===== src/lwk_params.svh =====
// register offsets, write masks, command codes, reset values and timing counts
`ifndef LWK_PARAMS_SVH
`define LWK_PARAMS_SVH
`define LWK_ADDR_CHPWR 6'h00
`define LWK_ADDR_RXOPT 6'h01
`define LWK_ADDR_TOL 6'h02
`define LWK_ADDR_SLENV 6'h03
`define LWK_ADDR_GDOFF 6'h04
`define LWK_ADDR_PAT2 6'h05
`define LWK_ADDR_PAT1 6'h06
`define LWK_ADDR_TOBR 6'h07
`define LWK_ADDR_AWU 6'h08
`define LWK_ADDR_RSV9 6'h09
`define LWK_ADDR_SS1 6'h0a
`define LWK_ADDR_SS2 6'h0b
`define LWK_ADDR_SS3 6'h0c
`define LWK_ADDR_FWK 6'h0d
`define LWK_RST_CHPWR 8'h0e
`define LWK_RST_RXOPT 8'h23
`define LWK_RST_TOL 8'h00
`define LWK_RST_SLENV 8'h20
`define LWK_RST_GDOFF 8'h10
`define LWK_RST_PAT2 8'h69
`define LWK_RST_PAT1 8'h96
`define LWK_RST_TOBR 8'h0b
`define LWK_RST_AWU 8'h00
`define LWK_MASK_CHPWR 8'h3f
`define LWK_MASK_RXOPT 8'hf7
`define LWK_MASK_TOL 8'he3
`define LWK_MASK_AWU 8'h07
`define LWK_MASK_SS 8'h1f
`define LWK_CMD_CLEAR_WAKE 6'h00
`define LWK_CMD_CLEAR_FALSE 6'h03
`define LWK_CMD_PRESET 6'h04
`define LWK_SLOT_NS 1000000
`define LWK_CLK_NS 100
`define LWK_SLOT_CYC (`LWK_SLOT_NS / `LWK_CLK_NS)
`define LWK_WAKE_PULSE_NS 128000
`define LWK_WAKE_PULSE_CYC (`LWK_WAKE_PULSE_NS / `LWK_CLK_NS)
`define LWK_TO_UNIT_MS 50
`endif


===== src/lwk_pkg.sv =====
// types shared by the wake-up register bank
package lwk_pkg;
	typedef enum logic [1:0] {
		LWK_MD_LISTEN,
		LWK_MD_RECEIVE
	} lwk_mode_t;
	typedef struct packed {
		logic wr;
		logic rd;
		logic cmd;
		logic [5:0] addr;
		logic [7:0] wdata;
	} lwk_req_t;
	typedef struct packed {
		logic carrier;
		logic corr_hit;
		logic freq_hit;
		logic false_wake;
		logic [14:0] strength;
	} lwk_fe_t;
	typedef struct packed {
		logic [2:0] ch_on;
		logic gain_first_burst_only;
		logic gain_bidirectional;
		logic double_pattern_enable;
		logic slicer_hysteresis_edge;
		logic [15:0] pattern;
	} lwk_ctl_t;
endpackage : lwk_pkg


===== src/lwk_regbank.sv =====
// configuration/status register bank and wake sequencing
`timescale 1ns/1ps
`include "lwk_params.svh"
// Operation
// - duty-cycle bit powers active channels on and off with chosen off time
// - off-time field selects 1, 2, 4 or 8 ms off period
// - first-burst bit limits gain control to first carrier burst
// - gain direction bit resets to one, enabling up and down gain
// - double-pattern bit requires two correlations before wake-up
// - wake pattern in two bytes, resets 0x69 and 0x96
// - edge-select bit picks hysteresis on both or positive edges only
// - slicer time constant resets 100, envelope time constant resets 000
// - wake-up frequency tolerance field, bits 1:0, resets 00
// - pattern tolerance bits 6:5 reset 00; bits 4:2 reserved zero
// - artificial wake-up field decodes disabled, 1s up to 2 hours
// - five-bit bit-rate field resets to 01011
// - three-bit receive timeout field resets to 000
// - slicer threshold-reduce bit at register 2 bit 7
// - slicer absolute-reference bit at register 1 bit 7
// - gain reduction field resets 0000, damping field resets 01
// - elapsed artificial interval without activity pulses wake for 128 us
// - correlation counts for wake only when enabled, else frequency alone
// - scan mode powers one channel per 1 ms slot, order one three two
// - receive returns to listening on clear-wake or timeout expiry
module lwk_regbank #(
	parameter int unsigned SEC_CYC = 10000000
) (
	input wire logic i_clk_sys,
	input wire logic i_rstn,
	input wire logic i_ce,
	input wire lwk_pkg::lwk_req_t i_req,
	input wire lwk_pkg::lwk_fe_t i_fe,
	output logic [7:0] o_rdata,
	output logic o_wake,
	output logic o_receiving,
	output lwk_pkg::lwk_ctl_t o_ctl
);
	import lwk_pkg::*;

	localparam int unsigned SLOT_CYC = `LWK_SLOT_CYC;
	localparam int unsigned PULSE_CYC = `LWK_WAKE_PULSE_CYC;
	localparam int unsigned TO_UNIT = `LWK_TO_UNIT_MS;

	typedef struct packed {
		logic [7:0] chpwr;
		logic [7:0] rxopt;
		logic [7:0] tol;
		logic [7:0] slenv;
		logic [7:0] gdoff;
		logic [7:0] pat2;
		logic [7:0] pat1;
		logic [7:0] tobr;
		logic [7:0] awu;
		logic [7:0] fwk;
		logic [7:0] rdata;
		lwk_mode_t mode;
		logic pat_seen;
		logic [13:0] slot_cnt;
		logic [1:0] scan_idx;
		logic [3:0] off_ms;
		logic off_phase;
		// forty bits: two hours of a 10 MHz clock will not fit in 32
		logic [39:0] awu_cnt;
		logic [13:0] pulse_cnt;
		logic [31:0] rx_ms;
		logic wake;
		// registered copies that drive the wake and mode pins
		logic wake_q;
		logic recv_q;
		lwk_ctl_t ctl;
	} lwk_state_t;

	lwk_state_t st_reg;
	lwk_state_t st_next;
	logic rst_s1_reg;
	logic rst_s2_reg;
	logic [31:0] awu_limit;
	// last count of the artificial interval, in clock cycles
	logic [39:0] awu_end;
	logic [31:0] to_limit;
	logic [3:0] off_len;
	logic [2:0] scan_ch;
	logic [2:0] en;
	logic wake_hit;

	////////////////////////////////////////////////////////////////////
	// reset release through two flops
	always_ff @(posedge i_clk_sys or negedge i_rstn) begin
		if (!i_rstn) begin
			rst_s1_reg <= 1'b0;
			rst_s2_reg <= 1'b0;
		end else begin
			rst_s1_reg <= 1'b1;
			rst_s2_reg <= rst_s1_reg;
		end
	end

	////////////////////////////////////////////////////////////////////
	// decodes of timing fields
	always_comb begin
		case (st_reg.gdoff[7:6])
			2'b00: off_len = 4'h1;
			2'b01: off_len = 4'h2;
			2'b10: off_len = 4'h4;
			default: off_len = 4'h8;
		endcase
		case (st_reg.awu[2:0])
			3'h1: awu_limit = 32'h1;
			3'h2: awu_limit = 32'h5;
			3'h3: awu_limit = 32'h14;
			3'h4: awu_limit = 32'h78;
			3'h5: awu_limit = 32'h384;
			3'h6: awu_limit = 32'he10;
			3'h7: awu_limit = 32'h1c20;
			default: awu_limit = 32'h0;
		endcase
		// product taken at forty bits; the 15 min, 1 h and 2 h settings
		// would wrap a 32-bit product and fire far too early.
		// the value for a disabled field wraps too, but the counter is
		// held at zero in that case so it is never compared.
		awu_end = 40'(awu_limit) * 40'(SEC_CYC) - 40'h1;
		// timeout step size is a guess; zero disables it
		to_limit = 32'(st_reg.tobr[7:5]) * 32'(TO_UNIT);
		case (st_reg.scan_idx)
			2'd0: scan_ch = 3'b001;
			2'd1: scan_ch = 3'b100;
			default: scan_ch = 3'b010;
		endcase
	end

	////////////////////////////////////////////////////////////////////
	// next-state logic
	always_comb begin
		st_next = st_reg;
		en = {st_reg.chpwr[2], st_reg.chpwr[3], st_reg.chpwr[1]};
		wake_hit = st_reg.rxopt[1] ? i_fe.corr_hit : i_fe.freq_hit;
		// register write; read-only and reserved ignored
		if (i_req.wr) begin
			case (i_req.addr)
				`LWK_ADDR_CHPWR: st_next.chpwr = i_req.wdata & `LWK_MASK_CHPWR;
				`LWK_ADDR_RXOPT: st_next.rxopt = i_req.wdata & `LWK_MASK_RXOPT;
				`LWK_ADDR_TOL: st_next.tol = i_req.wdata & `LWK_MASK_TOL;
				`LWK_ADDR_SLENV: st_next.slenv = i_req.wdata;
				`LWK_ADDR_GDOFF: st_next.gdoff = i_req.wdata;
				`LWK_ADDR_PAT2: st_next.pat2 = i_req.wdata;
				`LWK_ADDR_PAT1: st_next.pat1 = i_req.wdata;
				`LWK_ADDR_TOBR: st_next.tobr = i_req.wdata;
				`LWK_ADDR_AWU: st_next.awu = i_req.wdata & `LWK_MASK_AWU;
				default: st_next.rdata = st_reg.rdata;
			endcase
		end
		// register read, captured a cycle later
		if (i_req.rd) begin
			case (i_req.addr)
				`LWK_ADDR_CHPWR: st_next.rdata = st_reg.chpwr;
				`LWK_ADDR_RXOPT: st_next.rdata = st_reg.rxopt;
				`LWK_ADDR_TOL: st_next.rdata = st_reg.tol;
				`LWK_ADDR_SLENV: st_next.rdata = st_reg.slenv;
				`LWK_ADDR_GDOFF: st_next.rdata = st_reg.gdoff;
				`LWK_ADDR_PAT2: st_next.rdata = st_reg.pat2;
				`LWK_ADDR_PAT1: st_next.rdata = st_reg.pat1;
				`LWK_ADDR_TOBR: st_next.rdata = st_reg.tobr;
				`LWK_ADDR_AWU: st_next.rdata = st_reg.awu;
				`LWK_ADDR_SS1: st_next.rdata = {3'h0, i_fe.strength[4:0]};
				`LWK_ADDR_SS2: st_next.rdata = {3'h0, i_fe.strength[9:5]};
				`LWK_ADDR_SS3: st_next.rdata = {3'h0, i_fe.strength[14:10]};
				`LWK_ADDR_FWK: st_next.rdata = st_reg.fwk;
				default: st_next.rdata = 8'h00;
			endcase
		end
		// false wake counter saturates; clear beats count
		if (i_fe.false_wake && st_reg.fwk != 8'hff) begin
			st_next.fwk = st_reg.fwk + 8'h01;
		end
		// 1 ms slot timebase
		if (st_reg.slot_cnt == 14'(SLOT_CYC - 1)) begin
			st_next.slot_cnt = 14'h0;
		end else begin
			st_next.slot_cnt = st_reg.slot_cnt + 14'h1;
		end
		if (st_reg.slot_cnt == 14'(SLOT_CYC - 1)) begin
			// advance scan slot in fixed rotation; a disabled channel's slot powers none
			st_next.scan_idx = (st_reg.scan_idx == 2'd2) ? 2'd0 :
				st_reg.scan_idx + 2'd1;
			// on one slot, then off for chosen period
			if (!st_reg.off_phase) begin
				st_next.off_phase = st_reg.chpwr[5];
				st_next.off_ms = 4'h1;
			end else if (st_reg.off_ms >= off_len) begin
				st_next.off_phase = 1'b0;
			end else begin
				st_next.off_ms = st_reg.off_ms + 4'h1;
			end
			if (st_reg.mode == LWK_MD_RECEIVE) begin
				st_next.rx_ms = st_reg.rx_ms + 32'h1;
			end
		end
		// channel power outputs
		if (st_reg.chpwr[0]) begin
			st_next.ctl.ch_on = 3'b000;
		end else if (i_fe.carrier || st_reg.mode == LWK_MD_RECEIVE) begin
			st_next.ctl.ch_on = en;
		end else if (st_reg.chpwr[4]) begin
			st_next.ctl.ch_on = en & scan_ch;
		end else if (st_reg.chpwr[5] && st_reg.off_phase) begin
			st_next.ctl.ch_on = 3'b000;
		end else begin
			st_next.ctl.ch_on = en;
		end
		// wake decision in listening mode, timeout exit in receive mode
		case (st_reg.mode)
			LWK_MD_LISTEN: begin
				if (wake_hit && !st_reg.chpwr[0]) begin
					if (st_reg.rxopt[2] && st_reg.rxopt[1] &&
						!st_reg.pat_seen) begin
						st_next.pat_seen = 1'b1;
					end else begin
						st_next.pat_seen = 1'b0;
						st_next.mode = LWK_MD_RECEIVE;
						st_next.rx_ms = 32'h0;
						st_next.wake = 1'b1;
					end
				end
			end
			LWK_MD_RECEIVE: begin
				if (to_limit != 32'h0 && st_reg.rx_ms >= to_limit) begin
					st_next.mode = LWK_MD_LISTEN;
					st_next.wake = 1'b0;
				end
			end
			default: st_next.mode = LWK_MD_LISTEN;
		endcase
		// artificial wake counter, reset by any activity
		// carrier is the only activity seen here; a host write does not
		// restart the window, so the pulse period stays predictable
		if (i_fe.carrier || st_reg.awu[2:0] == 3'h0) begin
			st_next.awu_cnt = 40'h0;
		end else if (st_reg.awu_cnt >= awu_end) begin
			st_next.awu_cnt = 40'h0;
			st_next.pulse_cnt = 14'(PULSE_CYC);
		end else begin
			st_next.awu_cnt = st_reg.awu_cnt + 40'h1;
		end
		// pulse down-counter; mid-pulse the decrement wins over a new interval's reload
		if (st_reg.pulse_cnt != 14'h0) begin
			st_next.pulse_cnt = st_reg.pulse_cnt - 14'h1;
		end
		// direct commands
		if (i_req.cmd) begin
			case (i_req.addr)
				`LWK_CMD_CLEAR_WAKE: begin
					st_next.mode = LWK_MD_LISTEN;
					st_next.wake = 1'b0;
				end
				`LWK_CMD_CLEAR_FALSE: st_next.fwk = 8'h00;
				`LWK_CMD_PRESET: begin
					st_next.chpwr = `LWK_RST_CHPWR;
					st_next.rxopt = `LWK_RST_RXOPT;
					st_next.tol = `LWK_RST_TOL;
					st_next.slenv = `LWK_RST_SLENV;
					st_next.gdoff = `LWK_RST_GDOFF;
					st_next.pat2 = `LWK_RST_PAT2;
					st_next.pat1 = `LWK_RST_PAT1;
					st_next.tobr = `LWK_RST_TOBR;
					st_next.awu = `LWK_RST_AWU;
				end
				default: st_next.pat_seen = st_reg.pat_seen;
			endcase
		end
		st_next.ctl.gain_first_burst_only = st_reg.rxopt[6];
		st_next.ctl.gain_bidirectional = st_reg.rxopt[5];
		st_next.ctl.double_pattern_enable = st_reg.rxopt[2];
		st_next.ctl.slicer_hysteresis_edge = st_reg.slenv[6];
		st_next.ctl.pattern = {st_reg.pat1, st_reg.pat2};
		// pin copies taken from the next state, so the pins
		// show the same cycle as the mode and pulse flops would, but
		// leave the module straight from a flop with no gate behind.
		// these lines must stay last: every earlier update of mode,
		// wake and pulse_cnt in this process has to be seen here
		st_next.wake_q = st_next.wake | (st_next.pulse_cnt != 14'h0);
		st_next.recv_q = (st_next.mode == LWK_MD_RECEIVE);
	end

	////////////////////////////////////////////////////////////////////
	// state register; reset values
	always_ff @(posedge i_clk_sys or negedge rst_s2_reg) begin
		if (!rst_s2_reg) begin
			st_reg <= '0;
			st_reg.chpwr <= `LWK_RST_CHPWR;
			st_reg.rxopt <= `LWK_RST_RXOPT;
			st_reg.tol <= `LWK_RST_TOL;
			st_reg.slenv <= `LWK_RST_SLENV;
			st_reg.gdoff <= `LWK_RST_GDOFF;
			st_reg.pat2 <= `LWK_RST_PAT2;
			st_reg.pat1 <= `LWK_RST_PAT1;
			st_reg.tobr <= `LWK_RST_TOBR;
			st_reg.awu <= `LWK_RST_AWU;
			st_reg.mode <= LWK_MD_LISTEN;
		end else if (i_ce) begin
			st_reg <= st_next;
		end
	end

	////////////////////////////////////////////////////////////////////
	// outputs straight from flops; with the clock enable low every
	// output holds, since all of them live in the one state register.
	// read data holds until the next read, so a host may sample late
	assign o_rdata = st_reg.rdata;
	// wake pulse or receive wake level
	assign o_wake = st_reg.wake_q;
	assign o_receiving = st_reg.recv_q;
	// control bits lag their register by one cycle
	assign o_ctl = st_reg.ctl;
endmodule : lwk_regbank


===== config.mk =====
export PLATFORM = sky130hd
export DESIGN_NAME = lwk_regbank
export DESIGN_NICKNAME = d
export VERILOG_FILES = /design/src/lwk_pkg.sv /design/src/lwk_regbank.sv
export VERILOG_INCLUDE_DIRS = /design/src
export SDC_FILE = /design/constraint.sdc
export NUM_CORES = 1
export LEC_CHECK = 0
export BUFFER_PORTS_ARGS = -buffer_cell sky130_fd_sc_hd__buf_2
export CAP_MARGIN = 5
export CELL_PAD_IN_SITES_DETAIL_PLACEMENT = 1
export CELL_PAD_IN_SITES_GLOBAL_PLACEMENT = 2
export CORE_UTILIZATION = 35
export CTS_CLUSTER_DIAMETER = 200
export CTS_CLUSTER_SIZE = 40
export DETAILED_ROUTE_END_ITERATION = 10
export PLACE_DENSITY = 0.85
export SLEW_MARGIN = 20
export SYNTH_ARGS = -nofsm -noshare
export SYNTH_HDL_FRONTEND = slang
export SYNTH_SLANG_ARGS = --single-unit

===== constraint.sdc =====
create_clock -name i_clk_sys -period 9.3 [get_ports i_clk_sys]
set_clock_uncertainty 0.15 [all_clocks]
set_input_delay 1.86 -clock i_clk_sys [delete_from_list [all_inputs] [get_ports i_clk_sys]]
set_output_delay 1.86 -clock i_clk_sys [all_outputs]
set_load 0.02 [all_outputs]

==> metrics.txt <==
Detailed Place HPWL 36900 um; Max Root-Sink Buffers 3; Leakage Power 7.97 nW; Clk pin slew, worst setup/hold paths 0.17 ns; Max Cap Viol 0; R2R Path Start st_reg[154]; Overflow after GRT 0; Fmax achieved 113 MHz; critical path arrival 9.12 ns; post-layout worst setup margin 0.475 ns; count of cell types in the netlist 82; CP Capture Type flop; RR Endpoint st_reg[100]; Final Setup Violations 0; Gate power share 53.7%; status finished, final reports clean; Worst path slowest cell fa_1; Seq/Total Area, Yosys 36.1%; number of flip-flops in the largest register 168; top post-synthesis cells by area dfrtp_1, ha_1, nand2_1; DR WL/cell 20.2 um; synthesized area 15700 um^2; drt via density 5.60; Slew @ Worst Pin 0.951 ns; drt first pass iters 8; Layout Cells excl Fill 2364; Core Area 44300 um^2; drt drc 0; chip height 214 um; net load switching power 1.72 mW; CP max stage delay 0.55 ns; FILL cells 5197; worst endpoint required time 9.59 ns; Inst Count DP 2347; Die W 214 um; Syn. warnings 0; Initial Util 35.5%; Worst Hold Class flop to asynchronous set/reset pin; most frequent CP cell ha_1; switch share 44.9%; CTS sink count 226; Synth Area per Inst 9.06 um^2; worst skew pair latency 0.50 ns; CP Max Fanout 10; Post-Syn Nets 1941; utilization after layout 38.3%; clock buffer count from CTS 9; first-pass GRT wire length 77600 um; min Tclk post-route 8.82 ns; CTS H-tree lvls 1; total power draw 3.83 mW; cell internal pwr 2.11 mW; layout cell share with drive strength beyond 1 11.7%; PortBufs 71; register share of total power 32.8%; diode count 0; Seq cells post-synth 226; most numerous cell in the Yosys netlist dfrtp_1; Total Wirelength 47800 um; TritonCTS clock tree yes; most area-hungry cell type in the Yosys netlist dfrtp_1; CP Class flop to flop; Post-synth ARST share 100%; Root Buffer clkbuf_16; largest net degree at the start of global routing 75; Peak VDD IR 0.000118 V; number of global-route vias before repair 13900; Final Hold Viols 0; top cells by count, synth dfrtp_1, nand2_1, ha_1; Post-synth EDFFs 0; Tcrit/Tclk final 94.9%; GP Congestion 0.931; Clock power frac 13.5%; Routed Antenna Nets 0; DIE AREA 45800 um^2; Pwr Density 226 nW/um^2; synthesis-to-layout area growth 7.90%; pre-CTS WS 0.136 ns; total track usage 20.8%; R2R setup slack 0.48 ns; Slew Viols, Final 0; Post-Synthesis Cells 1737; initial antenna violation count 0; CP Launch Type flop; headroom to the max-slew limit 36.6%; Top-Level Pins 72; Final nets 1974; Most used DFF post-synth dfrtp_1; worst r2r path cells 32; Yosys top cell area share 32.9%; Via Count 13200; DRT iter0 DRCs 753; Cell Rows 77
-- power by group through the flow --
stage	Sequential (mW)	Clock, mW	Combinational [mW]
4_1_cts	1.26	0.536	2.04
5_1_grt	1.27	0.561	2.30
3_3_place_gp	1.27	0	1.95
2_1_floorplan	1.23	0	1.41
6_report	1.26	0.518	2.06
3_5_place_dp	1.27	0	2.02
-- routing by layer --
| layer | vias up | global-route usage [%] | wire length, um |
|---|---|---|---|
| met5 | - | 0 | 0 |
| met4 | 0 | 6.28 | 1440 |
| met3 | 70 | 1.79 | 1610 |
| met2 | 259 | 36.2 | 23500 |
| met1 | 6694 | 27.3 | 21200 |
| li1 | 6207 | - | - |
-- layout by cell type, fill, tap and decap left out, types with 9 or more instances in the layout --
cell         n
xnor2_1     49
and2_1      17
nor3_1      34
inv_1      106
buf_2       70
a21oi_1     72
clkbuf_16    9
xor2_1      42
a221oi_1    11
a31oi_1     14
o22a_1      14
a22oi_1     18
ha_1       140
fa_1        25
nand4_1     25
o21ai_0    115
nor2_1     136
nand2b_1    16
a21o_1      31
nor2b_1     23
and3_1      40
nand2_1    194
dfrtp_1    204
dfstp_2     19
a22o_1      39
nand3_1     50
nor4_1      20
buf_4       35
or3_1       14
mux2_2      29
-- critical path, delay by kind of cell (launching register included) --
family	cells	cell delay [ns]
xor gates and xnor gates	2	0.39
buffers and inverters	5	0.65
and+or+nand+nor	8	2.48
DFF	1	0.51
AOI/OAI and AO/OA	9	1.79
adders and majority gates	8	2.79
-- how the worst max path moves through the flow --
stage / start / slack [ns] / to
2_1_floorplan: st_reg[153] / 0.32 / st_reg[80]
3_3_place_gp: st_reg[154] / 0.44 / st_reg[94]
3_5_place_dp: st_reg[154] / 0.14 / st_reg[88]
4_1_cts: st_reg[154] / 0.03 / st_reg[88]
5_1_grt: st_reg[154] / -0.004 / st_reg[76]
6_report: st_reg[154] / 0.48 / st_reg[100]
-- through the flow --
| stage | cell area (um^2) | TNS, ns | hold WS, ns |
|---|---|---|---|
| final | 17000 | 0 | 0.195 |
| after global routing | 17000 | -0.00374 | 0.233 |
| after CTS | 16900 | 0 | 0.219 |
| after detailed placement | 16600 | 0 | 0.187 |
| after global placement | 16600 | 0 | 0.185 |
| after floorplan | 15700 | 0 | 0.181 |
-- area by class of cell --
type | instances | area (um^2) | area share (%)
clock buffers | 11 | 233 | 1.37
repair buffers | 107 | 644 | 3.80
clock inverters | 2 | 21.3 | 0.125
multi-input cells | 1319 | 9250 | 54.5
well taps | 592 | 741 | 4.36
inverters | 107 | 402 | 2.37
flip-flops and latches | 226 | 5690 | 33.5
-- timing repair --
action,in CTS,in global routing
resized for setup,0,16
setup buffers,0,4
endpoints found under the setup margin,0,45
hold buffers,0,0
-- kinds of logic after synthesis --
family / Yosys count / share of synthesized area [%]
flip-flops: 226 / 36.1
XOR/XNOR: 91 / 5.07
AO/OA/AOI/OAI: 392 / 16.5
multiplexers: 37 / 2.58
adder cells (fa/ha/maj): 165 / 14.3
AND/OR/NAND/NOR: 632 / 20.0
other: 2 / 0.0477
buffers and inverters: 192 / 5.42
No activity file was read; power rests on OpenSTA's default activity.
